==> src/qpc_pkg.sv <==
// qpc_pkg: constants and carrier types for the quadrature position counter
// assumes a single 200 MHz clock domain; each clock is one instruction cycle
package qpc_pkg;

    // ------------------------------------------------------------
    // widths and reset values
    // ------------------------------------------------------------
    localparam int          COUNT_W       = 16;
    localparam int          BYTE_W        = 8;
    localparam int          MODE_W        = 3;
    localparam logic [15:0] COUNT_RST     = 16'h0000;
    localparam logic [15:0] COUNT_ZERO    = 16'h0000;
    localparam logic [15:0] COUNT_ALL_ONE = 16'hFFFF;
    localparam int          SYNC_STAGES   = 2;

    // ------------------------------------------------------------
    // mode select codes
    // ------------------------------------------------------------
    typedef enum logic [2:0] {
        QPC_MODE_OFF      = 3'b000,
        QPC_MODE_X2_INDEX = 3'b001,
        QPC_MODE_X2_MATCH = 3'b010,
        QPC_MODE_UNUSED3  = 3'b011,
        QPC_MODE_UNUSED4  = 3'b100,
        QPC_MODE_X4_INDEX = 3'b101,
        QPC_MODE_X4_MATCH = 3'b110,
        QPC_MODE_UNUSED7  = 3'b111
    } qpc_mode_t;

    // ------------------------------------------------------------
    // carriers
    // ------------------------------------------------------------
    typedef struct packed {
        logic phase_a_input;
        logic phase_b_input;
        logic index_input;
    } qpc_pins_t;

    typedef struct packed {
        logic position_event;
        logic count_error;
        logic direction_change;
    } qpc_events_t;

    typedef enum logic [1:0] {
        QPC_EDGE_A_RISE = 2'b00,
        QPC_EDGE_A_FALL = 2'b01,
        QPC_EDGE_B_RISE = 2'b10,
        QPC_EDGE_B_FALL = 2'b11
    } qpc_edge_t;

endpackage

==> src/qpc_position_counter.sv <==
// qpc_position_counter: quadrature decoder, direction logic and 16-bit
// position counter with index or period-match reset
// assumes encoder pins are asynchronous; mode, limit and flag clears come
// from logic on i_clk
//
// Overview of operation
// mode 000 disables decoding; no counting, no events.
// 2x modes 001/010 count both edges of phase A only.
// 4x modes 101/110 count both edges of phase A and phase B.
// unused codes 011, 100, 111 behave like disabled.
// modes 001/101 use the index input to reset the count.
// modes 010/110 reset the count on match with the period limit.
// direction flag 1 and count up when A leads B, else 0, down.
// direction of each edge follows the previous opposite-phase edge.
// every counted edge without a reset or limit load changes the count by exactly one.
// index mode forward: clear count on first edge after index rise.
// index mode reverse: load limit on first edge after index fall.
// match mode forward: clear count on next edge once count equals limit.
// position event one cycle after a forward match reset.
// match mode reverse: load limit on next edge when count is zero.
// position event one cycle after a reverse limit load.
// count is kept unchanged across mode changes and while disabled.
// count is readable as a high and low byte pair.
// count and period limit are 16 bits, high and low bytes.
// position event lasts one cycle; software clears the flag.
// match modes also raise position event on FFFFh to 0000h rollover.
// count error flag set on rollover in index mode.
// direction change flag set two cycles after direction changes.
`timescale 1ns/1ps

module qpc_position_counter (
    // clock and reset
    input  wire logic                            i_clk,
    input  wire logic                            i_sys_rst,
    // encoder pins
    input  wire qpc_pkg::qpc_pins_t              i_pins,
    // configuration
    input  wire logic [qpc_pkg::MODE_W-1:0]      i_decoder_mode_select,
    input  wire logic [qpc_pkg::BYTE_W-1:0]      i_period_limit_high,
    input  wire logic [qpc_pkg::BYTE_W-1:0]      i_period_limit_low,
    // flag clears from software
    input  wire logic                            i_clear_position_event_flag,
    input  wire logic                            i_clear_count_error_flag,
    input  wire logic                            i_clear_direction_change_flag,
    // status
    output logic [qpc_pkg::BYTE_W-1:0]           o_position_count_high,
    output logic [qpc_pkg::BYTE_W-1:0]           o_position_count_low,
    output logic                                 o_direction,
    output qpc_pkg::qpc_events_t                 o_event_pulses,
    output logic                                 o_position_event_flag,
    output logic                                 o_count_error_flag,
    output logic                                 o_direction_change_flag
);

    // ------------------------------------------------------------
    // pin synchronisers
    // ------------------------------------------------------------
    qpc_pkg::qpc_pins_t sync_meta;
    qpc_pkg::qpc_pins_t sync_pins;
    qpc_pkg::qpc_pins_t prev_pins;

    always_ff @(posedge i_clk) begin
        if (i_sys_rst) begin
            sync_meta <= '0;
            sync_pins <= '0;
            prev_pins <= '0;
        end else begin
            sync_meta <= i_pins;
            sync_pins <= sync_meta;
            prev_pins <= sync_pins;
        end
    end

    // ------------------------------------------------------------
    // mode decode and edge detect
    // ------------------------------------------------------------
    qpc_pkg::qpc_mode_t mode;
    logic               mode_x2;
    logic               mode_x4;
    logic               enabled;
    logic               index_mode;
    logic               match_mode;
    logic               a_rise;
    logic               a_fall;
    logic               b_rise;
    logic               b_fall;
    logic               idx_rise;
    logic               idx_fall;
    logic               active_edge;
    logic [15:0]        period_limit;

    assign mode         = qpc_pkg::qpc_mode_t'(i_decoder_mode_select);
    assign mode_x2      = (mode == qpc_pkg::QPC_MODE_X2_INDEX)
                       || (mode == qpc_pkg::QPC_MODE_X2_MATCH);
    assign mode_x4      = (mode == qpc_pkg::QPC_MODE_X4_INDEX)
                       || (mode == qpc_pkg::QPC_MODE_X4_MATCH);
    // off and unused codes fall out here
    assign enabled      = mode_x2 || mode_x4;
    assign index_mode   = (mode == qpc_pkg::QPC_MODE_X2_INDEX)
                       || (mode == qpc_pkg::QPC_MODE_X4_INDEX);
    assign match_mode   = (mode == qpc_pkg::QPC_MODE_X2_MATCH)
                       || (mode == qpc_pkg::QPC_MODE_X4_MATCH);
    assign period_limit = {i_period_limit_high, i_period_limit_low};
    assign a_rise   = sync_pins.phase_a_input  && !prev_pins.phase_a_input;
    assign a_fall   = !sync_pins.phase_a_input && prev_pins.phase_a_input;
    assign b_rise   = sync_pins.phase_b_input  && !prev_pins.phase_b_input;
    assign b_fall   = !sync_pins.phase_b_input && prev_pins.phase_b_input;
    assign idx_rise = sync_pins.index_input    && !prev_pins.index_input;
    assign idx_fall = !sync_pins.index_input   && prev_pins.index_input;
    assign active_edge = enabled && ((a_rise || a_fall)
                       || (mode_x4 && (b_rise || b_fall)));

    // ------------------------------------------------------------
    // direction decode
    // ------------------------------------------------------------
    // last edge seen on each phase, kept in every mode so the first
    // edge after enabling already has a reference
    logic last_a_rise;
    logic last_b_rise;
    logic next_last_a_rise;
    logic next_last_b_rise;
    logic direction;
    logic next_direction;
    logic edge_up;

    always_comb begin
        next_last_a_rise = last_a_rise;
        next_last_b_rise = last_b_rise;
        next_direction   = direction;
        edge_up          = direction;
        if (a_rise) begin
            edge_up = !last_b_rise;
        end else if (a_fall) begin
            edge_up = last_b_rise;
        end else if (b_rise) begin
            edge_up = last_a_rise;
        end else if (b_fall) begin
            edge_up = !last_a_rise;
        end
        if (a_rise || a_fall) begin
            next_last_a_rise = a_rise;
        end
        if (b_rise || b_fall) begin
            next_last_b_rise = b_rise;
        end
        if (active_edge) begin
            next_direction = edge_up;
        end
    end

    always_ff @(posedge i_clk) begin
        if (i_sys_rst) begin
            last_a_rise <= 1'b0;
            last_b_rise <= 1'b0;
            direction   <= 1'b0;
        end else begin
            last_a_rise <= next_last_a_rise;
            last_b_rise <= next_last_b_rise;
            direction   <= next_direction;
        end
    end

    // ------------------------------------------------------------
    // position counter and reset events
    // ------------------------------------------------------------
    logic [15:0] position_count;
    logic [15:0] next_position_count;
    logic        index_armed_fwd;
    logic        index_armed_rev;
    logic        next_index_armed_fwd;
    logic        next_index_armed_rev;
    logic        pos_event_due;
    logic        next_pos_event_due;
    logic        rollover;

    always_comb begin
        next_position_count  = position_count;
        next_index_armed_fwd = index_armed_fwd;
        next_index_armed_rev = index_armed_rev;
        next_pos_event_due   = 1'b0;
        rollover             = 1'b0;
        if (!index_mode) begin
            next_index_armed_fwd = 1'b0;
            next_index_armed_rev = 1'b0;
        end else begin
            if (idx_rise) begin
                next_index_armed_fwd = 1'b1;
            end
            if (idx_fall) begin
                next_index_armed_rev = 1'b1;
            end
        end
        if (active_edge) begin
            if (index_mode && edge_up && index_armed_fwd) begin
                next_position_count  = qpc_pkg::COUNT_ZERO;
                next_index_armed_fwd = 1'b0;
                next_index_armed_rev = 1'b0;
                next_pos_event_due   = 1'b1;
            end else if (index_mode && !edge_up && index_armed_rev) begin
                next_position_count  = period_limit;
                next_index_armed_fwd = 1'b0;
                next_index_armed_rev = 1'b0;
                next_pos_event_due   = 1'b1;
            end else if (match_mode && edge_up && position_count == period_limit) begin
                next_position_count = qpc_pkg::COUNT_ZERO;
                next_pos_event_due  = 1'b1;
            end else if (match_mode && !edge_up
                         && position_count == qpc_pkg::COUNT_ZERO) begin
                next_position_count = period_limit;
                next_pos_event_due  = 1'b1;
            end else if (edge_up) begin
                next_position_count = position_count + 16'h0001;
                rollover = (position_count == qpc_pkg::COUNT_ALL_ONE);
            end else begin
                next_position_count = position_count - 16'h0001;
                rollover = (position_count == qpc_pkg::COUNT_ZERO);
            end
            if (match_mode && edge_up
                && position_count == qpc_pkg::COUNT_ALL_ONE) begin
                next_pos_event_due = 1'b1;
            end
        end
    end

    always_ff @(posedge i_clk) begin
        if (i_sys_rst) begin
            position_count  <= qpc_pkg::COUNT_RST;
            index_armed_fwd <= 1'b0;
            index_armed_rev <= 1'b0;
            pos_event_due   <= 1'b0;
        end else begin
            position_count  <= next_position_count;
            index_armed_fwd <= next_index_armed_fwd;
            index_armed_rev <= next_index_armed_rev;
            pos_event_due   <= next_pos_event_due;
        end
    end

    // ------------------------------------------------------------
    // event pulses and sticky flags
    // ------------------------------------------------------------
    logic                 dir_seen;
    logic                 next_dir_seen;
    logic                 dir_prev;
    logic                 next_dir_prev;
    qpc_pkg::qpc_events_t pulses;
    qpc_pkg::qpc_events_t next_pulses;
    logic                 pos_flag;
    logic                 err_flag;
    logic                 dchg_flag;
    logic                 next_pos_flag;
    logic                 next_err_flag;
    logic                 next_dchg_flag;

    always_comb begin
        next_dir_prev = direction;
        next_dir_seen = dir_seen || enabled;
        // one-cycle pulses; position event sits one cycle after the count update, count error in the same cycle as it
        next_pulses.position_event   = pos_event_due;
        next_pulses.count_error      = rollover && index_mode;
        next_pulses.direction_change = dir_seen && (direction != dir_prev);
        // set wins over a clear in the same cycle
        next_pos_flag  = pulses.position_event
                      || (pos_flag && !i_clear_position_event_flag);
        next_err_flag  = pulses.count_error
                      || (err_flag && !i_clear_count_error_flag);
        next_dchg_flag = pulses.direction_change
                      || (dchg_flag && !i_clear_direction_change_flag);
    end

    always_ff @(posedge i_clk) begin
        if (i_sys_rst) begin
            dir_prev  <= 1'b0;
            dir_seen  <= 1'b0;
            pulses    <= '0;
            pos_flag  <= 1'b0;
            err_flag  <= 1'b0;
            dchg_flag <= 1'b0;
        end else begin
            dir_prev  <= next_dir_prev;
            dir_seen  <= next_dir_seen;
            pulses    <= next_pulses;
            pos_flag  <= next_pos_flag;
            err_flag  <= next_err_flag;
            dchg_flag <= next_dchg_flag;
        end
    end

    assign o_position_count_high   = position_count[15:8];
    assign o_position_count_low    = position_count[7:0];
    assign o_direction             = direction;
    assign o_event_pulses          = pulses;
    assign o_position_event_flag   = pos_flag;
    assign o_count_error_flag      = err_flag;
    assign o_direction_change_flag = dchg_flag;
endmodule

==> config.mk <==
export PLATFORM = sky130hd
export DESIGN_NAME = qpc_position_counter
export DESIGN_NICKNAME = d
export VERILOG_FILES = /design/src/qpc_pkg.sv /design/src/qpc_position_counter.sv
export SDC_FILE = /design/constraint.sdc
export NUM_CORES = 1
export LEC_CHECK = 0
export BUFFER_PORTS_ARGS = -buffer_cell sky130_fd_sc_hd__buf_2
export CAP_MARGIN = 20
export CORE_MARGIN = 4
export CORE_UTILIZATION = 50
export DETAILED_ROUTE_END_ITERATION = 10
export MAX_ROUTING_LAYER = met4
export PLACE_DENSITY = 0.73
export SETUP_SLACK_MARGIN = 0.02
export SLEW_MARGIN = 20
export SYNTH_ARGS = -nofsm -noshare
export SYNTH_HDL_FRONTEND = slang
export SYNTH_SLANG_ARGS = --single-unit
export TNS_END_PERCENT = 10
==> constraint.sdc <==
create_clock -name i_clk -period 5.58 [get_ports i_clk]
set_input_delay 0.558 -clock i_clk [delete_from_list [all_inputs] [get_ports i_clk]]
set_output_delay 0.558 -clock i_clk [all_outputs]
set_load 0.02 [all_outputs]
-- Yosys cells after proc, flatten, opt, wreduce, memory -nomap -nowiden
Cells that the tools add are included.
- bits in writable memories: 0
- memory bits (read-only): 0
- memories kept: 0
- output and inout bits: 23
- latch bits: 0
- word-level logic and storage cells: 112
- flip-flop bits (word level): 39
- $mul: 0
- bitwise operators: 1
- divide/modulo/power cells: 0
- multiplexer cells: 30
- reduce and logical (&&, ||, !) cells: 48
- shift operators: 0
- equal/unequal tests: 7
- add/subtract/negate cells: 2
- order comparisons: 0
- operators with widths (kind ; count):
    two-way mux 16 bit ; 5
    two-way mux 1 bit ; 25
    logical AND 1 bit ; 22
    adder 16 x 1 -> 16 bit (second input constant) ; 1
    == test 16 bit ; 1
    == test 16 bit (second input constant) ; 1
    zero test 16 bit ; 1
    subtractor 16 x 1 -> 16 bit (second input constant) ; 1
    zero test 1 bit ; 12
    logical OR 1 bit ; 12
    == test 3 bit (second input constant) ; 2
    == test 3 x 1 -> 1 bit (second input constant) ; 1
    == test 3 x 2 -> 1 bit (second input constant) ; 1
    OR reduction 2 bit ; 1
    != test 1 bit ; 1
    NOT 1 bit ; 1

-- Logic depth before layout (Yosys ltp)
- word-level depth: 15
- depth in mapped cells: 16
- depth with buffers taken out: 13

-- Worst setup path after synthesis
Ideal clock, no wire load.
- path kind: flip-flop to flip-flop
- start point: register sync_pins[1] in the netlist's numbering
- end point: register position_count[6]
- arrival: 2.875 ns
- library setup time: 0.079 ns
- stages on the path, launching flop included: 15
- setup slack: 2.627 ns
- data required time: 5.501 ns
- path buffers: 2
- path through: dfxtp_1 -> inv_1 -> ha_1 -> nor2b_1 -> o311ai_4 -> nand2_4 -> buf_2 -> xnor2_1 -> ha_1 -> and2_1 -> clkbuf_1 -> nand4_1 -> o22ai_1 -> or4_4 -> o221ai_2
- word-level cells in the longest chain between the ends: 13
- RTL lines (element ; line ; RTL):
    from (decl) ; qpc_position_counter.sv:59 ; qpc_pkg::qpc_pins_t sync_pins;
    from (signal assigned) ; qpc_position_counter.sv:69 ; sync_pins <= sync_meta;
    zero test 1 bit ; qpc_position_counter.sv:107 ; assign b_fall = !sync_pins.phase_b_input && prev_pins.phase_b_input;
    logical AND 1 bit ; qpc_position_counter.sv:107 ;
    two-way mux 1 bit ; qpc_position_counter.sv:137 ; end else if (b_fall) begin
    two-way mux 1 bit ; qpc_position_counter.sv:135 ; end else if (b_rise) begin
    two-way mux 1 bit ; qpc_position_counter.sv:133 ; end else if (a_fall) begin
    two-way mux 1 bit ; qpc_position_counter.sv:131 ; if (a_rise) begin
    zero test 1 bit ; qpc_position_counter.sv:199, qpc_position_counter.sv:207 ;
    logical AND 1 bit ; qpc_position_counter.sv:207 ; end else if (match_mode && !edge_up
    logical AND 1 bit ; qpc_position_counter.sv:208 ; && position_count == qpc_pkg::COUNT_ZERO) begin
    two-way mux 16 bit ; qpc_position_counter.sv:207 ;
    two-way mux 16 bit ; qpc_position_counter.sv:204 ; end else if (match_mode && edge_up && position_count == period_limit) begin
    two-way mux 16 bit ; qpc_position_counter.sv:199 ; end else if (index_mode && !edge_up && index_armed_rev) begin
    two-way mux 16 bit ; qpc_position_counter.sv:194 ; if (index_mode && edge_up && index_armed_fwd) begin
    to (signal assigned) ; qpc_position_counter.sv:227 ; position_count <= qpc_pkg::COUNT_RST;
    to (signal assigned) ; qpc_position_counter.sv:232 ; position_count <= next_position_count;
    to (decl) ; qpc_position_counter.sv:166 ; logic [15:0] position_count;
Several ways; a longest one is shown, not always the timed one.
A chain may end at the register's enable or synchronous reset.

-- Final worst setup path
- start point: register sync_pins[1] in the netlist's numbering
- end point: register position_count[4]
The elaborated chain is that of the path after synthesis.

==> impl_table.tex <==
\begin{tabular}{lr}
\hline
Metric & Value \\
\hline
\multicolumn{2}{l}{\textbf{Global route}} \\
\quad GR Util met1 & 0.3177 \\
\quad Pin count of the biggest net entering global routing & 34 \\
\quad Antenna violations before repair & 0 \\
\quad Vias in the first global route & 2,616 \\
\quad Layer carrying the most global-route usage & met2 \\
\quad Gr usage total & 0.2394 \\
\quad Grt met2 use & 0.3644 \\
\quad First-pass GRT wire length & 13,340 um \\
\quad Met3 Use GR & 0.04266 \\
\quad Congestion Overflow GR & 0 \\
\multicolumn{2}{l}{\textbf{Job}} \\
\quad Max-capacitance violation count & 0 \\
\multicolumn{2}{l}{\textbf{Worst setup path}} \\
\quad Library cell contributing the largest single delay on the critical path & o311ai\_4 \\
\quad Kind of end point of the critical path & flop \\
\quad CP required & 5.80 ns \\
\quad Crit path cell chain & inv\_1 -> ha\_1 -> nor2b\_1 -> o311ai\_4 -> nand2\_4 -> xnor2\_1 -> ha\_1 -> and2\_1 -> nand3b\_1 -> a2111oi\_0 -> a21oi\_1 -> o211ai\_1 \\
\quad Classification of the worst setup path & flop to flop \\
\quad Slowest stage delay, CP & 0.48 ns \\
\quad Largest fanout on the critical path & 18 \\
\quad Arrival time at the worst endpoint & 3.43 ns \\
\quad CP dominant cell by count & ha\_1 \\
\quad Element type at the critical path start & flop \\
\multicolumn{2}{l}{\textbf{Floorplan}} \\
\quad Top-level port count & 50 \\
\quad Area of the core & 0.005507 mm\^{}2 \\
\quad Number of cell rows & 27 \\
\quad Overall die height & 83.22 um \\
\quad Die boundary width & 83.22 um \\
\quad Starting utilization of the core area & 0.5137 \\
\quad Floorplan die area & 0.006926 mm\^{}2 \\
\multicolumn{2}{l}{\textbf{Pwr}} \\
\quad IR Drop Worst-Case VDD & 0.1907 mV \\
\quad Ratio of total power to cell area & 298.7 mW/mm\^{}2 \\
\quad Final total power & 928.0 uW \\
\quad Static leakage & 0.001214 uW \\
\multicolumn{2}{l}{\textbf{Timing}} \\
\quad Max-slew headroom & 0.5288 \\
\quad Highest Clock Rate & 0.3110 GHz \\
\quad Hold Vio Cnt, Final & 0 \\
\quad Setup violations, final & 0 \\
\quad Minimum clock period after layout & 3.215 ns \\
\quad Setup repair after global routing missed its margin & no \\
\quad Maximum clock skew at final layout & 0.01026 ns \\
\quad Pins Over Slew Limit & 0 \\
\quad Total negative setup slack & 0 ns \\
\quad Slew of the pin with the lowest slew margin & 0.7030 ns \\
\quad Period utilization & 0.5762 \\
\multicolumn{2}{l}{\textbf{Logic synthesis}} \\
\quad Post-synthesis sequential area ratio & 0.2760 \\
\quad Number of flops mapped to enable cells by yosys & 0 \\
\quad Post-synthesis cell type count & 74 \\
\quad Predominant post-synthesis flop cell & dfxtp\_1 \\
\quad Cell types with the largest area share after synthesis & dfxtp\_1 28\%, xnor2\_1 6.5\%, a21oi\_1 3.5\% \\
\quad Post-Syn Instances & 338 \\
\quad Flop and latch count out of synthesis & 39 \\
\quad Post-Syn Area & 0.002829 mm\^{}2 \\
\quad Synthesized Nets & 373 \\
\quad Area share of the largest cell type after synthesis & 0.2760 \\
\quad Count of synthesis-stage warnings from yosys & 0 \\
\quad Largest area contributor in the synthesized netlist & dfxtp\_1 \\
\quad Asr flop ratio synth & 0 \\
\quad Mapped Avg Cell Area & 8.370 um\^{}2 \\
\multicolumn{2}{l}{\textbf{Placed design}} \\
\quad Total placed instance area & 0.002985 mm\^{}2 \\
\quad RePlAce Congestion & 1.013 \\
\quad Count of input and output buffers & 49 \\
\quad Post-detailed-placement half-perimeter wirelength & 5866 um \\
\multicolumn{2}{l}{\textbf{Clock network}} \\
\quad Clock tree from TritonCTS & done \\
\quad Clock sink count & 39 \\
\quad Cts bufs inserted & 5 \\
\quad Clk Latency, worst-skew pair & 0.30 ns \\
\quad H-tree level count & 2 \\
\quad Clock tree root buffer cell & clkbuf\_8 \\
\quad Number of cells upsized or downsized after cts & 0 \\
\quad Clock Pin Slew Worst Setup and Hold Paths & 0.08 ns \\
\quad Post-CTS setup buffer count & 0 \\
\quad Total of hold buffers inserted after clock tree synthesis & 0 \\
\quad Maximum root-to-sink buffer count & 2 \\
\multicolumn{2}{l}{\textbf{Final layout}} \\
\quad Most frequent cells in the layout & 49 x buf\_2, 39 x dfxtp\_1, 24 x nor2\_1 \\
\quad Share of layout cells above drive strength 1 & 0.2129 \\
\quad Count of nets after finishing & 405 \\
\quad Filler cell count & 533 \\
\quad Area of all placed cells without fillers & 0.003107 mm\^{}2 \\
\quad Most common library cell in the layout ignoring fill and taps & buf\_2 \\
\quad Post-synthesis to final-layout area growth & 9.819\% \\
\quad Antenna diode count & 0 \\
\multicolumn{2}{l}{\textbf{Routing}} \\
\quad Via-per-instance ratio & 6.415 \\
\quad Number of remaining DRC errors & 0 \\
\quad Total Wirelength & 8165 um \\
\quad WL per Instance & 18.43 um \\
\quad Overall via count from detail\_route & 2,842 \\
\quad First DRT Iteration DRCs & 405 \\
\quad Final ANT Viol Nets & 0 \\
\quad First-pass detailed-route iteration total & 5 \\
\multicolumn{2}{l}{\textbf{Outcome}} \\
\quad Run status & finished clean \\
\multicolumn{2}{l}{\textbf{Worst hold path}} \\
\quad Worst min-delay path category & flop to flop \\
\hline
\end{tabular}
[synthesized netlist by cell type (all sizes together), types with 7 or more instances]
library cell  number
o21ai             16
clkbuf            11
o221ai             7
and3               7
xnor2             21
a21oi             20
nor2b             11
nor2              25
nand4             10
nand2             14
dfxtp             39
ha                 8
buf               14
nand3             12
a31oi              7
inv               22
mux2i              7
nor3              14
[metal layers]
metal  wire [um]  share of wire
met5           0              0
met2        3675           0.45
met1        3487           0.43
met3         774          0.095
met4         227          0.028
[metrics by stage]
| step | instances | hold WS (ns) | utilization | worst slack (ns) |
|---|---|---|---|---|
| 6_report | 443 | 0.4475 | 0.5642 | 2.365 |
| 5_1_grt | 443 | 0.4649 | 0.5642 | 2.115 |
| 4_1_cts | 443 | 0.4514 | 0.5642 | 2.386 |
| 3_5_place_dp | 435 | 0.4284 | 0.5422 | 2.428 |
| 3_3_place_gp | 435 | 0.4181 | 0.5422 | 2.535 |
| 2_1_floorplan | 338 | 0.4138 | - | 2.627 |
[sequential cells by signal, indices dropped and copies added, names as in the netlist, 3 cells and up]
name,cells
prev_pins,3
position_count,16
sync_pins,3
sync_meta,3
o_event_pulses,3
[critical path: cells and delay by family (launching register included)]
family / cells / cell delay (ns)
compound gates: 4 / 1.16
simple gates: 4 / 0.87
fa+ha+maj: 2 / 0.52
flops: 1 / 0.34
xor+xnor: 1 / 0.20
buf+inv: 1 / 0.06
[cell families after synthesis]
kind of cell	share of synthesized area
xor+xnor	0.07121
simple gates	0.2353
mux	0.02875
buf+inv	0.09509
fa+ha+maj	0.03538
compound gates	0.2583
flops	0.2760
[cell type report]
class | instances | area [um^2] | area share
multi-input cells | 252 | 1779 | 0.5727
well taps | 72 | 90.09 | 0.02900
inverters | 22 | 82.58 | 0.02658
clock inverters | 2 | 38.79 | 0.01248
flip-flops and latches | 39 | 780.7 | 0.2513
clock buffers | 6 | 82.58 | 0.02658
repair buffers | 50 | 252.7 | 0.08135
[report_power, final]
part	internal (uW)	switching (uW)
combinational	143	198
clock	147	110
sequential	294	35.9
total	584	344
[worst paths after layout]
kind,from,endpoint,slack [ns],cells after the start
max,sync_pins[1],position_count[4],2.36,12
min,sync_meta[2],sync_pins[2],0.45,1
max reg2reg,sync_pins[1],position_count[4],2.36,12
min reg2reg,sync_meta[2],sync_pins[2],0.45,1
(Power assumes the default switching activity.)
